### config.mk
export PLATFORM = sky130hd
export DESIGN_NAME = heater_open_alarm
export DESIGN_NICKNAME = d
export VERILOG_FILES = /design/src/hdl/heater_alarm_pkg.sv /design/src/hdl/sample_if.sv /design/src/hdl/heater_open_alarm.sv /design/src/hdl/qualified_sampler.sv
export VERILOG_INCLUDE_DIRS = /design/src /design/src/hdl
export SDC_FILE = /design/constraint.sdc
export NUM_CORES = 1
export LEC_CHECK = 0
export BUFFER_PORTS_ARGS = -buffer_cell sky130_fd_sc_hd__buf_4
export CORE_MARGIN = 10
export CORE_UTILIZATION = 40
export DETAILED_ROUTE_END_ITERATION = 12
export RECOVER_POWER = 50
export SYNTH_ARGS = -nofsm -noshare
export SYNTH_HDL_FRONTEND = slang
export SYNTH_SLANG_ARGS = --single-unit
### constraint.sdc
create_clock -name sys_clk -period 1.9 [get_ports sys_clk]
set_clock_uncertainty 0.05 [all_clocks]
set_input_delay 0 -clock sys_clk [delete_from_list [all_inputs] [get_ports sys_clk]]
set_output_delay 0 -clock sys_clk [all_outputs]
set_load 0.01 [all_outputs]
### src/hdl/heater_alarm_regs.svh
// Register offsets, field positions, reset values and timing constants
`ifndef HEATER_ALARM_REGS_SVH
`define HEATER_ALARM_REGS_SVH

// Register byte offsets
`define HTR_OFS_CTRL 8'h00
`define HTR_OFS_THRESH 8'h04
`define HTR_OFS_MONITOR 8'h08
`define HTR_OFS_STATUS 8'h0C
`define HTR_OFS_IRQ_STAT 8'h10
`define HTR_OFS_IRQ_MASK 8'h14

// Control register fields
`define HTR_CTRL_PULSED 0
`define HTR_CTRL_LATCH 1
`define HTR_CTRL_ASSIGN_LO 2
`define HTR_CTRL_ASSIGN_HI 4
`define HTR_CTRL_RESET 5'h00

// Status and interrupt bit positions
`define HTR_ST_ALARM 0
`define HTR_ST_SAMPLED 1
`define HTR_IRQ_ALARM 0
`define HTR_IRQ_SAMPLE 1
`define HTR_IRQ_OVR 2
`define HTR_IRQ_W 3

// Threshold in tenths of an ampere
`define HTR_THR_W 9
`define HTR_THR_OFF 9'h000
`define HTR_THR_FORCE 9'h1F4
`define HTR_THR_RESET 9'h000

// Current monitor in tenths of an ampere
`define HTR_CUR_W 16
`define HTR_CUR_OVR_LIMIT 16'h0226
`define HTR_CUR_OVR_CODE 16'hFFFF
`define HTR_CUR_RESET 16'h0000

// Least continuous on-time before a sample counts
`define HTR_MIN_ON_MS 190
`define HTR_CLK_KHZ 10000

`endif

### src/hdl/heater_alarm_pkg.sv
// Types shared by the heater burnout alarm modules
package heater_alarm_pkg;

    // Where the alarm result is routed
    typedef enum logic [2:0] {
        ASSIGN_NONE = 3'h0,
        ASSIGN_CTRL1 = 3'h1,
        ASSIGN_CTRL2 = 3'h2,
        ASSIGN_AUX1 = 3'h3,
        ASSIGN_AUX2 = 3'h4
    } out_assign_e;

    // On-time qualifier states, Gray coded along idle, count, qualified
    typedef enum logic [1:0] {
        QS_IDLE = 2'b00,
        QS_COUNT = 2'b01,
        QS_QUAL = 2'b11
    } qual_state_e;

    typedef logic [15:0] current_t;

endpackage

### src/hdl/sample_if.sv
// Carrier between the alarm core and the on-time qualified sampler
`timescale 1ns/10ps
`default_nettype none

interface sample_if;
    logic heat_on;
    heater_alarm_pkg::current_t meas;
    logic meas_valid;
    heater_alarm_pkg::current_t sample;
    logic sample_valid;
    logic qualified;

    modport core (output heat_on, output meas, output meas_valid,
                  input sample, input sample_valid, input qualified);
    modport sampler (input heat_on, input meas, input meas_valid,
                     output sample, output sample_valid, output qualified);
endinterface

`default_nettype wire

### src/hdl/heater_open_alarm.sv
// Heater burnout alarm core with Avalon-MM register slave
// Operation
// - Alarm works only while the heating output is a pulsed on/off output.
// - Alarm shows only on an output assigned to it: control 1/2, auxiliary 1/2.
// - Alarm asserts when measured heater current is below the threshold.
// - Thresholds 0.1 to 49.9 A, in tenths, are live comparison values.
// - Threshold 0.0 forces alarm off; 50.0 forces alarm on.
// - Latched alarm holds until threshold is written to 0.0 or power cycles.
// - Latching only with the latch option on; otherwise alarm follows compare.
// - Evaluate only after output has been on continuously for 190 ms.
// - Alarm never changes the heater drive.
// - Measured current is readable as a monitor value.
// - Current of 55.0 A or more reads as code FFFF.
// - Heater powered after the controller gives an alarm.
//
// Chosen here: the register addresses and the Avalon-MM slave port.
`timescale 1ns/10ps
`default_nettype none
`include "heater_alarm_regs.svh"

module heater_open_alarm #(
    parameter int unsigned MIN_ON_CYC = `HTR_MIN_ON_MS * `HTR_CLK_KHZ
) (
    input wire logic sys_clk,
    input wire logic rst,
    input wire logic ce,
    input wire logic [7:0] avs_address,
    input wire logic avs_read,
    input wire logic avs_write,
    input wire logic [31:0] avs_writedata,
    output logic [31:0] avs_readdata,
    output logic avs_waitrequest,
    input wire logic heat_out_on,
    input wire logic [15:0] lead_current_sensor,
    input wire logic lead_current_valid,
    output logic heater_drive,
    output logic ctrl_out1,
    output logic ctrl_out2,
    output logic aux_out1,
    output logic aux_out2,
    output logic irq
);

    sample_if sif ();

    logic [4:0] ctrl_r;
    logic [`HTR_THR_W-1:0] thr_r;
    logic thr_zero_wr;
    heater_alarm_pkg::current_t mon_r;
    logic sampled_r;
    logic alarm_r;
    logic [`HTR_IRQ_W-1:0] irq_stat_r;
    logic [`HTR_IRQ_W-1:0] irq_mask_r;
    logic [`HTR_IRQ_W-1:0] irq_set;
    logic [`HTR_IRQ_W-1:0] alarm_rise_ev;
    logic wr_commit;
    logic pulsed_mode;
    logic latch_en;
    heater_alarm_pkg::out_assign_e out_sel;
    logic below_thr;

    // Clamp a written threshold to the forced-on value
    function automatic logic [`HTR_THR_W-1:0] f_clamp_thr(input logic [31:0] wd);
        if (wd > {23'h00_0000, `HTR_THR_FORCE})
            f_clamp_thr = `HTR_THR_FORCE;
        else
            f_clamp_thr = wd[`HTR_THR_W-1:0];
    endfunction

    // Monitor code from a current sample
    function automatic heater_alarm_pkg::current_t f_monitor(input heater_alarm_pkg::current_t cur);
        if (cur >= `HTR_CUR_OVR_LIMIT)
            f_monitor = `HTR_CUR_OVR_CODE;
        else
            f_monitor = cur;
    endfunction

    // Field views of the control register
    assign pulsed_mode = ctrl_r[`HTR_CTRL_PULSED];
    assign latch_en = ctrl_r[`HTR_CTRL_LATCH];
    assign out_sel = heater_alarm_pkg::out_assign_e'(ctrl_r[`HTR_CTRL_ASSIGN_HI:`HTR_CTRL_ASSIGN_LO]);

    // Feed the qualifier with the drive level and sensor readings
    assign sif.heat_on = heat_out_on;
    assign sif.meas = lead_current_sensor;
    assign sif.meas_valid = lead_current_valid;

    qualified_sampler #(
        .MIN_ON_CYC(MIN_ON_CYC)
    ) u_sampler (
        .sys_clk(sys_clk),
        .rst(rst),
        .ce(ce),
        .sif(sif)
    );

    // One wait cycle per access, write lands at the accepting edge
    assign wr_commit = avs_write && !avs_waitrequest;

    // Bus handshake and read data
    always_ff @(posedge sys_clk)
    begin
        if (rst)
        begin
            avs_waitrequest <= 1'b1;
            avs_readdata <= 32'h0000_0000;
        end
        else if (ce)
        begin
            if ((avs_read || avs_write) && avs_waitrequest)
            begin
                avs_waitrequest <= 1'b0;
                case (avs_address)
                    `HTR_OFS_CTRL: avs_readdata <= {27'h000_0000, ctrl_r};
                    `HTR_OFS_THRESH: avs_readdata <= {23'h00_0000, thr_r};
                    `HTR_OFS_MONITOR: avs_readdata <= {16'h0000, mon_r};
                    `HTR_OFS_STATUS: avs_readdata <= {30'h0000_0000, sampled_r, alarm_r};
                    `HTR_OFS_IRQ_STAT: avs_readdata <= {29'h0000_0000, irq_stat_r};
                    `HTR_OFS_IRQ_MASK: avs_readdata <= {29'h0000_0000, irq_mask_r};
                    default: avs_readdata <= 32'h0000_0000;
                endcase
            end
            else
            begin
                avs_waitrequest <= 1'b1;
            end
        end
    end

    // Control and mask registers
    // latch option bit
    always_ff @(posedge sys_clk)
    begin
        if (rst)
        begin
            ctrl_r <= `HTR_CTRL_RESET;
            irq_mask_r <= 3'h0;
        end
        else if (ce && wr_commit)
        begin
            if (avs_address == `HTR_OFS_CTRL)
                ctrl_r <= avs_writedata[4:0];
            if (avs_address == `HTR_OFS_IRQ_MASK)
                irq_mask_r <= avs_writedata[`HTR_IRQ_W-1:0];
        end
    end

    // Threshold register, values above 50.0 clamp to forced-on
    // threshold range
    always_ff @(posedge sys_clk)
    begin
        if (rst)
            thr_r <= `HTR_THR_RESET;
        else if (ce && wr_commit && avs_address == `HTR_OFS_THRESH)
            thr_r <= f_clamp_thr(avs_writedata);
    end

    // A write of 0.0 releases a latched alarm
    assign thr_zero_wr = wr_commit && avs_address == `HTR_OFS_THRESH &&
                         f_clamp_thr(avs_writedata) == `HTR_THR_OFF;

    // Latest qualified sample against the threshold
    // below threshold compare
    assign below_thr = {7'h00, thr_r} > sif.sample;

    // Alarm state; a cold heater at first qualified sample reads zero current
    // late heater power
    always_ff @(posedge sys_clk)
    begin
        if (rst)
            alarm_r <= 1'b0;
        else if (ce)
        begin
            if (!pulsed_mode)
                alarm_r <= 1'b0;
            else if (thr_r == `HTR_THR_OFF)
                alarm_r <= 1'b0;
            else if (thr_r == `HTR_THR_FORCE)
                alarm_r <= 1'b1;
            else if (thr_zero_wr)
                alarm_r <= 1'b0;
            else if (sif.sample_valid)
            begin
                if (latch_en)
                    alarm_r <= alarm_r || below_thr;
                else
                    alarm_r <= below_thr;
            end
        end
    end

    // Heater current monitor and sample-seen flag
    // monitor value
    always_ff @(posedge sys_clk)
    begin
        if (rst)
        begin
            mon_r <= `HTR_CUR_RESET;
            sampled_r <= 1'b0;
        end
        else if (ce && sif.sample_valid)
        begin
            mon_r <= f_monitor(sif.sample);
            sampled_r <= 1'b1;
        end
    end

    // Events: alarm rises, new sample, overrange
    assign irq_set = {sif.sample_valid && sif.sample >= `HTR_CUR_OVR_LIMIT,
                      sif.sample_valid,
                      pulsed_mode && !alarm_r && thr_r == `HTR_THR_FORCE};

    // Sticky status, write one to clear, set beats clear
    always_ff @(posedge sys_clk)
    begin
        if (rst)
            irq_stat_r <= 3'h0;
        else if (ce)
        begin
            if (wr_commit && avs_address == `HTR_OFS_IRQ_STAT)
                irq_stat_r <= (irq_stat_r & ~avs_writedata[`HTR_IRQ_W-1:0]) | irq_set | alarm_rise_ev;
            else
                irq_stat_r <= irq_stat_r | irq_set | alarm_rise_ev;
        end
    end

    // Alarm rising edge, from the compare or from the forced-on threshold
    logic alarm_d_r;
    always_ff @(posedge sys_clk)
    begin
        if (rst)
            alarm_d_r <= 1'b0;
        else if (ce)
            alarm_d_r <= alarm_r;
    end
    assign alarm_rise_ev = {2'b00, alarm_r && !alarm_d_r};

    // Interrupt output and heater drive pass-through
    // drive untouched by alarm
    always_ff @(posedge sys_clk)
    begin
        if (rst)
        begin
            irq <= 1'b0;
            heater_drive <= 1'b0;
        end
        else if (ce)
        begin
            irq <= |(irq_stat_r & irq_mask_r);
            heater_drive <= heat_out_on;
        end
    end

    // Route alarm to the assigned output only
    // output assignment
    always_ff @(posedge sys_clk)
    begin
        if (rst)
        begin
            ctrl_out1 <= 1'b0;
            ctrl_out2 <= 1'b0;
            aux_out1 <= 1'b0;
            aux_out2 <= 1'b0;
        end
        else if (ce)
        begin
            ctrl_out1 <= alarm_r && out_sel == heater_alarm_pkg::ASSIGN_CTRL1;
            ctrl_out2 <= alarm_r && out_sel == heater_alarm_pkg::ASSIGN_CTRL2;
            aux_out1 <= alarm_r && out_sel == heater_alarm_pkg::ASSIGN_AUX1;
            aux_out2 <= alarm_r && out_sel == heater_alarm_pkg::ASSIGN_AUX2;
        end
    end
endmodule

`default_nettype wire

### src/hdl/qualified_sampler.sv
// Output on-time qualifier and holder of the last qualified current sample
`timescale 1ns/10ps
`default_nettype none
`include "heater_alarm_regs.svh"

module qualified_sampler #(
    parameter int unsigned MIN_ON_CYC = `HTR_MIN_ON_MS * `HTR_CLK_KHZ
) (
    input wire logic sys_clk,
    input wire logic rst,
    input wire logic ce,
    sample_if.sampler sif
);

    heater_alarm_pkg::qual_state_e state_r;
    logic [31:0] on_cnt_r;
    heater_alarm_pkg::current_t sample_r;
    logic sample_valid_r;

    // On-time counter, restarts whenever the output drops
    // continuous on-time
    always_ff @(posedge sys_clk)
    begin
        if (rst)
        begin
            state_r <= heater_alarm_pkg::QS_IDLE;
            on_cnt_r <= 32'h0000_0000;
        end
        else if (ce)
        begin
            case (state_r)
                heater_alarm_pkg::QS_IDLE:
                begin
                    on_cnt_r <= 32'h0000_0001;
                    if (sif.heat_on)
                        state_r <= heater_alarm_pkg::QS_COUNT;
                end
                heater_alarm_pkg::QS_COUNT:
                begin
                    if (!sif.heat_on)
                        state_r <= heater_alarm_pkg::QS_IDLE;
                    else if (on_cnt_r >= MIN_ON_CYC)
                        state_r <= heater_alarm_pkg::QS_QUAL;
                    else
                        on_cnt_r <= on_cnt_r + 32'h0000_0001;
                end
                heater_alarm_pkg::QS_QUAL:
                begin
                    if (!sif.heat_on)
                        state_r <= heater_alarm_pkg::QS_IDLE;
                end
                default:
                    state_r <= heater_alarm_pkg::QS_IDLE;
            endcase
        end
    end

    // Capture only inside a qualified on-interval
    // qualified sample only
    always_ff @(posedge sys_clk)
    begin
        if (rst)
        begin
            sample_r <= `HTR_CUR_RESET;
            sample_valid_r <= 1'b0;
        end
        else if (ce)
        begin
            sample_valid_r <= 1'b0;
            if (state_r == heater_alarm_pkg::QS_QUAL && sif.heat_on && sif.meas_valid)
            begin
                sample_r <= sif.meas;
                sample_valid_r <= 1'b1;
            end
        end
    end

    assign sif.sample = sample_r;
    assign sif.sample_valid = sample_valid_r;
    assign sif.qualified = (state_r == heater_alarm_pkg::QS_QUAL);
endmodule

`default_nettype wire

-- Word-level counts from Yosys, hierarchy flattened
Index checks and enable logic that the tools add are counted.
- latch bits: 0
- input port bits: 63
- memories kept: 0
- bits in registers: 129
- bits in read-only memories: 0
- word-level logic and storage cells: 106
- bits in writable memories: 0
- bitwise operators: 7
- multipliers: 0
- equal/unequal tests: 18
- shift-type cells: 0
- magnitude comparators: 4
- $add $sub $neg: 1
- reductions and logical operators: 36
- div/mod/pow operators: 0
- multiplexer cells: 20
- operators with widths (kind ; count):
    16-bit one-hot mux with 6 select lines ; 1
    32-bit 2-to-1 mux ; 2
    32-bit one-hot mux with 2 select lines ; 1
    32-bit by 1-bit adder with 32-bit output, second input constant ; 1
    32-bit by 21-bit greater-or-equal comparator with 1-bit output, second input constant ; 1
    32-bit by 9-bit greater-than comparator with 1-bit output, second input constant ; 1
    1-bit logical AND ; 18
    9-bit logical NOT ; 2
    8-bit by 4-bit equality test with 1-bit output, second input constant ; 2
    8-bit by 5-bit equality test with 1-bit output, second input constant ; 2
    16-bit by 10-bit greater-or-equal comparator with 1-bit output, second input constant ; 1
    9-bit by 16-bit greater-than comparator with 1-bit output ; 1
    16-bit 2-to-1 mux ; 1
    2-bit AND reduction ; 5
    9-bit equality test, second input constant ; 1
    9-bit 2-to-1 mux ; 1
    8-bit by 3-bit equality test with 1-bit output, second input constant ; 1
    8-bit logical NOT ; 1
    1-bit 2-to-1 mux ; 8
    2-bit 2-to-1 mux ; 4
    2-bit inequality test, second input constant ; 4
    4-bit AND reduction ; 2
    3-bit bitwise AND ; 2
    3-bit by 2-bit equality test with 1-bit output, second input constant ; 2
    other kinds (16) ; 21

-- Logic depth before layout (Yosys ltp)
Gate-level depths: netlist of run 1.
- depth after elaboration: 8
- gate-level depth with buffers: 7
- depth with buffers taken out: 7

-- Hierarchy
Synthesis of run 1 repeated with hierarchy kept, for this count alone.
- cell total of the unflattened synthesis: 633
- area total of the unflattened synthesis: 5474.0 µm²
- modules (own cells, without submodules) (module ; sequential area each (µm²) ; instances ; cells an instance ; area an instance (µm²)):
    heater_open_alarm ; 1241.2 ; 1 ; 360 ; 3148.0
    qualified_sampler ; 1021.0 ; 1 ; 273 ; 2326.0

-- Worst setup path after synthesis of run 1
Ideal clock, no wire load.
- path kind: register -> register
- start point: register u_sampler.on_cnt_r[10]
- end point: register u_sampler.on_cnt_r[1]
- arrival time: 1599 ps
- data required time: 1735 ps
- cell stages (with the launch flop): 8
- setup time: 115 ps
- setup slack: 137 ps
- path buffers: 2
- clock period less this slack: 1763 ps
- cell sequence: dfxtp_1 > nand4_1 > o311a_1 > o21ai_1 > buf_2 > buf_4 > o22ai_1 > o21a_1
- cells in the longest elaborated chain, start to end: 3
- ends and longest elaborated chain (item ; line ; RTL):
    from (decl) ; qualified_sampler.sv:16 ; logic [31:0] on_cnt_r;
    from (signal assigned) ; qualified_sampler.sv:45 ; on_cnt_r <= on_cnt_r + 32'h0000_0001;
    32-bit by 21-bit greater-or-equal comparator with 1-bit output ; qualified_sampler.sv:42 ; else if (on_cnt_r >= MIN_ON_CYC)
    2-bit inequality test (no line) ; - ;
    4-bit AND reduction (no line) ; - ;
No other way between the ends.
A chain may end at the register's enable or synchronous reset.

-- Worst setup path after layout of run 1
- start point: register u_sampler.sample_r[3], in the netlist u_sampler.sif.sample[3]
- end point: register alarm_r
- cells in the longest elaborated chain, start to end: 8
- ends and longest elaborated chain (item ; line ; RTL):
    from (decl) ; qualified_sampler.sv:17 ; heater_alarm_pkg::current_t sample_r;
    from (signal assigned) ; qualified_sampler.sv:64 ; sample_r <= `HTR_CUR_RESET;
    from (signal assigned) ; qualified_sampler.sv:72 ; sample_r <= sif.meas;
    9-bit by 16-bit greater-than comparator with 1-bit output (*) ; heater_open_alarm.sv:164 ; assign below_thr = {7'h00, thr_r} > sif.sample;
    1-bit logical OR ; heater_open_alarm.sv:185 ; alarm_r <= alarm_r || below_thr;
    1-bit 2-to-1 mux (*) ; heater_open_alarm.sv:184 ; if (latch_en)
    1-bit 2-to-1 mux (*) ; heater_open_alarm.sv:182 ; else if (sif.sample_valid)
    1-bit 2-to-1 mux (*) ; heater_open_alarm.sv:180 ; else if (thr_zero_wr)
    1-bit 2-to-1 mux (*) ; heater_open_alarm.sv:178 ; else if (thr_r == `HTR_THR_FORCE)
    1-bit 2-to-1 mux (*) ; heater_open_alarm.sv:176 ; else if (thr_r == `HTR_THR_OFF)
    1-bit 2-to-1 mux (*) ; heater_open_alarm.sv:174 ; if (!pulsed_mode)
    to (signal assigned) ; heater_open_alarm.sv:185 ;
    to (signal assigned) ; heater_open_alarm.sv:187 ; alarm_r <= below_thr;
    to (decl) ; heater_open_alarm.sv:51 ; logic alarm_r;
Mark *: on every way between the ends. The rest lies on a longest branch, timed or not. The select of a mux whose other input is x is not followed.

==> summary.txt, run 1 <==
Outcome
  – Outcome: finished, final reports clean

Place
  – Cell total after placement: 893
  – Worst slack, placed: approximately 0.0016 ns
  – Placement Cell Area: approximately 6400 µm²
  – # port buffers: 85
  – RD Place Congestion: 0.926
  – Dpl hpwl: 11700 µm

Synthesis
  – Main area contributors after synthesis: dfxtp_1 43%, mux2i_1 8.8%, nand2_1 4.4%
  – Leading area contributor after synthesis: dfxtp_1
  – Seq cells post-synth: 113
  – Syn. warnings: 0
  – Yosys cell types: 60
  – Commonest cells post-synth: 113 x dfxtp_1, 63 x nand2_1, 58 x nor2_1
  – Sequential element share of the synthesized area: 0.425
  – Mapped Area: 5320 µm²
  – Most common cell in the netlist: dfxtp_1
  – Main flop type after synthesis: dfxtp_1
  – Syn Area/Cell: ~8.7 µm²
  – Synth Instances: 611
  – EDFF count, synth: 0
  – Yosys top cell area share: 0.425
  – Async S/R FF share, synth: 0

Min path
  – HP Start: avs_writedata[23]
  – Min-Delay Endpoint: thr_r[7]
  – Hold path depth: 5
  – Hold crit path type: in2reg

Finish
  – Post-route cell area: 7180 µm²
  – Inserted Diodes: 0
  – Nets: ~840
  – Share of layout cells above drive strength 1: 0.209
  – Area Growth Syn to Fin: 35.1%
  – Post-Layout Cell Count: 957

Timing
  – Min cycle time layout: 1.79 ns
  – RSZ-0062 raised after global routing: false
  – Pins over their slew limit: 0
  – Max Fclk: 560 MHz
  – Fin crit share: 0.940
  – Endpoints failing hold: 0
  – Final setup margin: ~0.11 ns
  – Endpoints failing setup: 0
  – Slew headroom: 0.480
  – Setup TNS: 0 ns
  – Worst Max-Slew Pin Slew: 0.780 ns

Setup path
  – CP Capture Type: register
  – Critical Path AT: around 2.1 ns
  – CP delay by family, top: simple AND/OR/NAND/NOR gates
  – Critical path peak fanout: 4
  – Worst EP required: 2.18 ns
  – CP Launch Type: register
  – Worst path cell trace: inv_1 > ha_1 > nand4_1 > nor3_1 > nor4_1 > o41ai_2 > buf_4 > a31oi_1
  – Max incr delay on CP: ~0.4 ns
  – R2R Setup Slk: 0.11 ns
  – Max stage delay cell, worst path: dfxtp_1
  – R2R Path End: alarm_r
  – Critical Setup Path Class: reg2reg
  – R2R cell count: 8
  – Worst Path Buf+Inv: 2
  – Worst r2r src: u_sampler.sif.sample[3]

Route
  – Via count: around 5000
  – Drt pass-1 iters: 4
  – Post-route ant nets: 0
  – # DRC: 0
  – Iter 0 DRT Violations: approximately 300
  – Final WL: between 15000 and 20000 µm
  – Vias per inst: 5.26
  – Routed WL per cell: 16.2 µm

Power
  – Int Power: 4.40 mW
  – Pwr Total: 5.71 mW
  – Pwr Density: 795 nW/µm²
  – Leak pwr: 2.92 nW
  – VDD IR max: 0.839 mV
  – Sw Share: 0.229
  – Part of the power in the clock network: 0.514
  – Register share of total power: 0.418
  – P_sw: 1.31 mW
  – Logic pwr share: 0.068

Clocking
  – Post-CTS setup buffers: 0
  – Clk root buf: clkbuf_16
  – Clk buf depth: 2
  – Cts bufs inserted: 17
  – Worst-skew pair later-pin latency: about 0.4 ns
  – Reg clk slew, reported paths: ~0.05 ns
  – Sink Count: between 100 and 150
  – CTS tree: done
  – CTS HTree Levels: 4

Global route
  – Initial antenna violation count: 0
  – Vias in the first global route: 5121
  – First-pass GRT wire length: 25300 µm
  – Largest net degree at the start of global routing: 37
  – Tot GR Track Use: 0.171
  – Congestion Overflow GR: 0

Die
  – Row count: 42
  – Number of I/O pins: 102
  – Die outline width: 135 µm
  – DIE AREA: roughly 18000 µm²
  – Initial core utilization: 0.405
  – Core area: approximately 13000 µm²
  – Die height: 135 µm

Job
  – Max-cap viol count: 0
-- per-stage QoR --
| step | utilization | hold slack, ns |
|---|---|---|
| 6_report | 0.547 | 0.0290 |
| 5_1_grt | 0.547 | 0.0624 |
| 4_1_cts | 0.553 | 0.0243 |
| 3_5_place_dp | 0.486 | 0.187 |
| 3_3_place_gp | 0.486 | 0.181 |
| 2_1_floorplan | - | 0.0939 |
-- power by group through the flow --
stage / registers, mW / logic (mW) / clock network [mW]
finish: 2.39 / 0.388 / 2.93
floorplan: 2.44 / 0.169 / 0
global route: 2.39 / 0.424 / 3.08
detailed placement: 2.44 / 0.340 / 0
CTS: 2.39 / 0.393 / 2.98
global placement: 2.44 / 0.335 / 0
-- routing by layer --
layer  GRT usage  part of all wire
met5           0                 0
met4      0.0431            0.0095
met3      0.0560             0.055
met2       0.300              0.51
met1       0.194              0.43
-- state kept, by name, indices dropped and copies added, names as in the netlist, 2 cells and up --
| signal | count |
|---|---|
| u_sampler.on_cnt_r | 32 |
| thr_r | 9 |
| irq_mask_r | 3 |
| u_sampler.sif.sample | 16 |
| mon_r | 16 |
| irq_stat_r | 3 |
| avs_readdata | 16 |
| u_sampler.state_r | 2 |
| ctrl_r | 5 |
-- worst max-delay path by stage --
stage | start | to | cells past startpoint
after global placement | u_sampler.on_cnt_r[21] | u_sampler.on_cnt_r[4] | 5
after global routing | u_sampler.state_r[1] | u_sampler.on_cnt_r[23] | 5
after CTS | u_sampler.on_cnt_r[21] | u_sampler.on_cnt_r[20] | 6
after floorplan | u_sampler.on_cnt_r[10] | u_sampler.on_cnt_r[1] | 7
final | u_sampler.sif.sample[3] | alarm_r | 8
after detailed placement | u_sampler.sif.sample[1] | alarm_r | 8
-- cells in the final DEF, fill, tap and decap left out, types with 6 or more instances in the layout --
cell,instances
mux2i_1,47
nand4_1,12
nand3_1,20
o21ai_0,18
clkinv_2,8
nor2_1,58
or3_1,20
nor4_1,12
nor2b_1,6
and2_1,11
nor3_1,14
buf_4,106
dfxtp_1,113
a22o_1,10
a22oi_1,9
dlygate4sd3_1,33
conb_1,16
ha_1,10
inv_1,20
clkbuf_16,17
o21a_1,10
a21oi_1,38
nand2_1,63
clkbuf_1,27
-- cell families after synthesis --
kind of cell | count (synthesis) | synth area share
AND/OR/NAND/NOR | 242 | 0.232
AO/OA/AOI/OAI | 124 | 0.156
flip-flops | 113 | 0.425
buffers and inverters | 68 | 0.0614
multiplexers | 52 | 0.0991
adder cells (fa/ha/maj) | 11 | 0.0259
other | 1 | 0.000705
-- timing repair --
item	in CTS	in global routing
pin swaps	0	2
setup endpoints to repair	1	6
hold endpoints to repair	61	0
hold buffers	33	0
cloned	0	0
resized for setup	1	10
-- area by class of cell --
cell class | instances | area, µm²
clock buffers | 19 | 453
multi-input cells | 445 | 2820
clock inverters | 12 | 92.6
repair buffers | 170 | 1250
flip-flops and latches | 113 | 2260
well taps | 176 | 220
fillers | 1225 | 5960
inverters | 22 | 82.6
-- worst register-to-register path, cell delays in order, from the launching register on --
cell and delay (ns):
dfxtp_1 0.39, inv_1 0.06, ha_1 0.32, nand4_1 0.10
nor3_1 0.05, nor4_1 0.28, o41ai_2 0.16, buf_4 0.16
a31oi_1 0.15
Note: power is estimated with default switching activity, not from simulation.
==> inputs of run 2 (changes only) <==
- ABC_AREA: default -> 1
==> run 2 against run 1 <==
First-iteration DRC count is 9.3% higher. Largest cell class unchanged. Worst setup slack better by 0.030 ns. Global-route usage is 1.1 points lower. Critical path type unchanged. Combinational power is 16% higher. Critical endpoint is now u_sampler.on_cnt_r[1]. Critical path depth is 1 higher. Sequential power hardly changed. Maximum frequency is 1.7% higher. Via count is 8.4% higher. Die area is 5.4% higher.
==> summary.txt, run 2 <==
Clocking
  – Cts bufs inserted: 17 (unchanged)
  – Clk root buf: clkbuf_16 (unchanged)
  – Reg clk slew, reported paths: 0.06 ns (was 0.05 ns)
  – Worst-skew pair later-pin latency: 0.41 ns (about the same)
  – Clk buf depth: 2 (unchanged)
  – CTS tree: done (unchanged)
  – CTS HTree Levels: 4 (unchanged)
  – Sink Count: 113 (unchanged)

Finish
  – Largest Register: u_sampler.on_cnt_r (unchanged)
  – Commonest non-fill, non-tap cell in the layout: nand2_1 (was dfxtp_1)
  – Number of fill cells in the layout: 1436 (was 1225)
  – Area of the multi-input gates: 2860 µm² (was 2820 µm²)
  – Nets: 1011 (was 843)
  – Register area: 2260 µm² (about the same)
  – Share of layout cells above drive strength 1: 0.167 (was 0.209)
  – Commonest cells after routing, fill and taps aside: 170 x nand2_1, 112 x dfxtp_1, 96 x inv_1, 87 x buf_4, 84 x nor2_1 (was 113 x dfxtp_1, 106 x buf_4, 63 x nand2_1, 58 x nor2_1, 47 x mux2i_1)
  – Inserted Diodes: 0 (unchanged)
  – Max reg flops: 32 (unchanged)
  – Area Growth Syn to Fin: 30.6% (was 35.1%)

Place
  – Worst slack, placed: 0.131 ns (was 0.00155 ns)
  – # port buffers: 85 (unchanged)
  – Dpl hpwl: 11700 µm (about the same)
  – RD Place Congestion: 0.882 (was 0.926)

Global route
  – Tot GR Track Use: 0.159 (was 0.171)
  – Initial antenna violation count: 0 (unchanged)
  – Vias in the first global route: 5398 (was 5121)
  – Largest net degree at the start of global routing: 49 (was 37)
  – First-pass GRT wire length: 25800 µm (was 25300 µm)
  – Congestion Overflow GR: 0 (unchanged)

Route
  – Routed WL per cell: 14.0 µm (was 16.2 µm)
  – Via count: 5461 (was 5037)
  – Post-route ant nets: 0 (unchanged)
  – Final WL: 15800 µm (was 15500 µm)
  – # DRC: 0 (unchanged)
  – Drt pass-1 iters: 6 (was 4)
  – Iter 0 DRT Violations: 330 (was 302)
  – Vias per inst: 4.83 (was 5.26)

Synthesis
  – Main area contributors after synthesis: dfxtp_1 40%, nand2_1 11%, a21oi_1 6.6% (was dfxtp_1 43%, mux2i_1 8.8%, nand2_1 4.4%)
  – EDFF count, synth: 0 (unchanged)
  – Leading area contributor after synthesis: dfxtp_1 (unchanged)
  – Sequential element share of the synthesized area: 0.400 (was 0.425)
  – Commonest cells post-synth: 169 x nand2_1, 113 x dfxtp_1, 96 x inv_1 (was 113 x dfxtp_1, 63 x nand2_1, 58 x nor2_1)
  – Most common cell in the netlist: nand2_1 (was dfxtp_1)
  – Yosys top cell area share: 0.400 (was 0.425)
  – Synth Instances: 801 (was 611)
  – Mapped Area: 5650 µm² (was 5320 µm²)
  – Main flop type after synthesis: dfxtp_1 (unchanged)
  – Yosys cell types: 41 (was 60)
  – Async S/R FF share, synth: 0 (unchanged)
  – Syn Area/Cell: 7.06 µm² (was 8.70 µm²)
  – Seq cells post-synth: 113 (unchanged)
  – Syn. warnings: 0 (unchanged)

Setup path
  – Worst Path Buf+Inv: 2 (unchanged)
  – Critical Path AT: 2.01 ns (was 2.07 ns)
  – Critical path peak fanout: 11 (was 4)
  – Max stage delay cell, worst path: dfxtp_1 (unchanged)
  – Critical Setup Path Class: reg2reg (unchanged)
  – Worst path cell trace: inv_2 > nor2_4 > nand2_2 > a21oi_4 > a21boi_2 > buf_4 > nand2_1 > nand2_1 > nor2_1 (was inv_1 > ha_1 > nand4_1 > nor3_1 > nor4_1 > o41ai_2 > buf_4 > a31oi_1)
  – Max incr delay on CP: 0.49 ns (was 0.39 ns)
  – Worst EP required: 2.15 ns (was 2.18 ns)
  – CP delay by family, top: flip-flops (was simple AND/OR/NAND/NOR gates)
  – Crit path top cell by count: nand2_1
  – CP Launch Type: register (unchanged)
  – CP Capture Type: register (unchanged)

Power
  – VDD IR max: 0.601 mV (was 0.839 mV)
  – Leak pwr: 2.98 nW (was 2.92 nW)
  – Pwr Density: 805 nW/µm² (was 795 nW/µm²)

Die
  – Die outline width: 139 µm (was 135 µm)
  – Die height: 139 µm (was 135 µm)
  – Core area: 13900 µm² (was 13100 µm²)
  – Row count: 43 (was 42)
  – Initial core utilization: 0.407 (was 0.405)
  – Number of I/O pins: 102 (unchanged)
  – DIE AREA: 19300 µm² (was 18300 µm²)

Timing
  – Pins over their slew limit: 0 (unchanged)
  – Endpoints failing setup: 0 (unchanged)
  – Endpoints failing hold: 0 (unchanged)
  – Final setup margin: 0.143 ns (was 0.113 ns)
  – Fin crit share: 0.925 (was 0.940)
  – Worst Max-Slew Pin Slew: 0.602 ns (was 0.780 ns)
  – Setup TNS: 0 ns (unchanged)
  – RSZ-0062 raised after global routing: false (unchanged)
  – Min cycle time layout: 1.76 ns (was 1.79 ns)
  – Max Fclk: 569 MHz (was 560 MHz)
  – Slew headroom: 0.598 (was 0.480)

Min path
  – Hold crit path type: in2reg (unchanged)

Outcome
  – Outcome: finished, final reports clean (unchanged)

Job
  – Max-cap viol count: 0 (unchanged)
-- run 2: cell type report --
type,instances,share of cell area
repair buffers,143,0.147
multi-input cells,562,0.387
well taps,180,0.0305
clock inverters,10,0.0149
flip-flops and latches,113,0.307
inverters,100,0.0508
clock buffers,22,0.0629
-- run 2: worst min-delay path: cells and delay by family --
| family | cells | cell delay, ns |
|---|---|---|
| and+or+nand+nor | 4 | 0.23 |
| AOI/OAI and AO/OA | 1 | 0.13 |
| buffers and inverters | 2 | 0.12 |
-- run 2: logic make-up after synthesis --
kind of cell / count (synthesis) / share of synthesized area
DFF: 113 / 0.400
xor gates and xnor gates: 15 / 0.0232
AOI/OAI and AO/OA: 168 / 0.168
other: 1 / 0.000663
buffers and inverters: 143 / 0.110
and+or+nand+nor: 350 / 0.274
adders and majority gates: 11 / 0.0243
-- run 2: final timing paths --
path                              from                    end  slack [ns]  cells after the start
setup reg to reg  u_sampler.state_r[0]  u_sampler.on_cnt_r[1]        0.14                      9
setup / recovery  u_sampler.state_r[0]  u_sampler.on_cnt_r[1]        0.14                      9
hold / removal       avs_writedata[10]               thr_r[7]        0.06                      7
hold reg to reg              mon_r[12]       avs_readdata[12]        0.40                      2
-- run 2: stage by stage --
step / total power, mW / hold WS, ns / util / instance area, µm² / std cells
global route: 6.16 / 0.127 / 0.532 / 7380 / 1130
finish: 5.95 / 0.0598 / 0.532 / 7380 / 1130
detailed placement: 2.86 / 0.214 / 0.473 / 6560 / 1066
CTS: 6.01 / 0.0605 / 0.536 / 7440 / 1128
global placement: 2.86 / 0.209 / 0.473 / 6560 / 1066
floorplan: 2.69 / 0.0961 / - / 5710 / 816
-- run 2: layer usage --
layer  global-route usage  up-vias  share of wire
li1                     -     2867              -
met1                0.179     2460           0.44
met2                0.280      118           0.50
met3               0.0503       16          0.048
met4               0.0489        0          0.010
met5                    0        -              0
-- run 2: repair_timing --
action                                 in CTS  in global routing
buffers inserted                            0                  0
setup endpoints to repair                   0                 19
gates resized for setup                     0                  5
hold buffers                               30                  0
endpoints found under the hold margin      53                  0
-- run 2: power by group --
group | switching (mW) | internal, mW | leakage [nW]
Combinational | 0.251 | 0.200 | 1.78
Clock | 1.10 | 1.99 | 0.284
Sequential | 0.0161 | 2.39 | 0.913
Total | 1.36 | 4.58 | 2.98
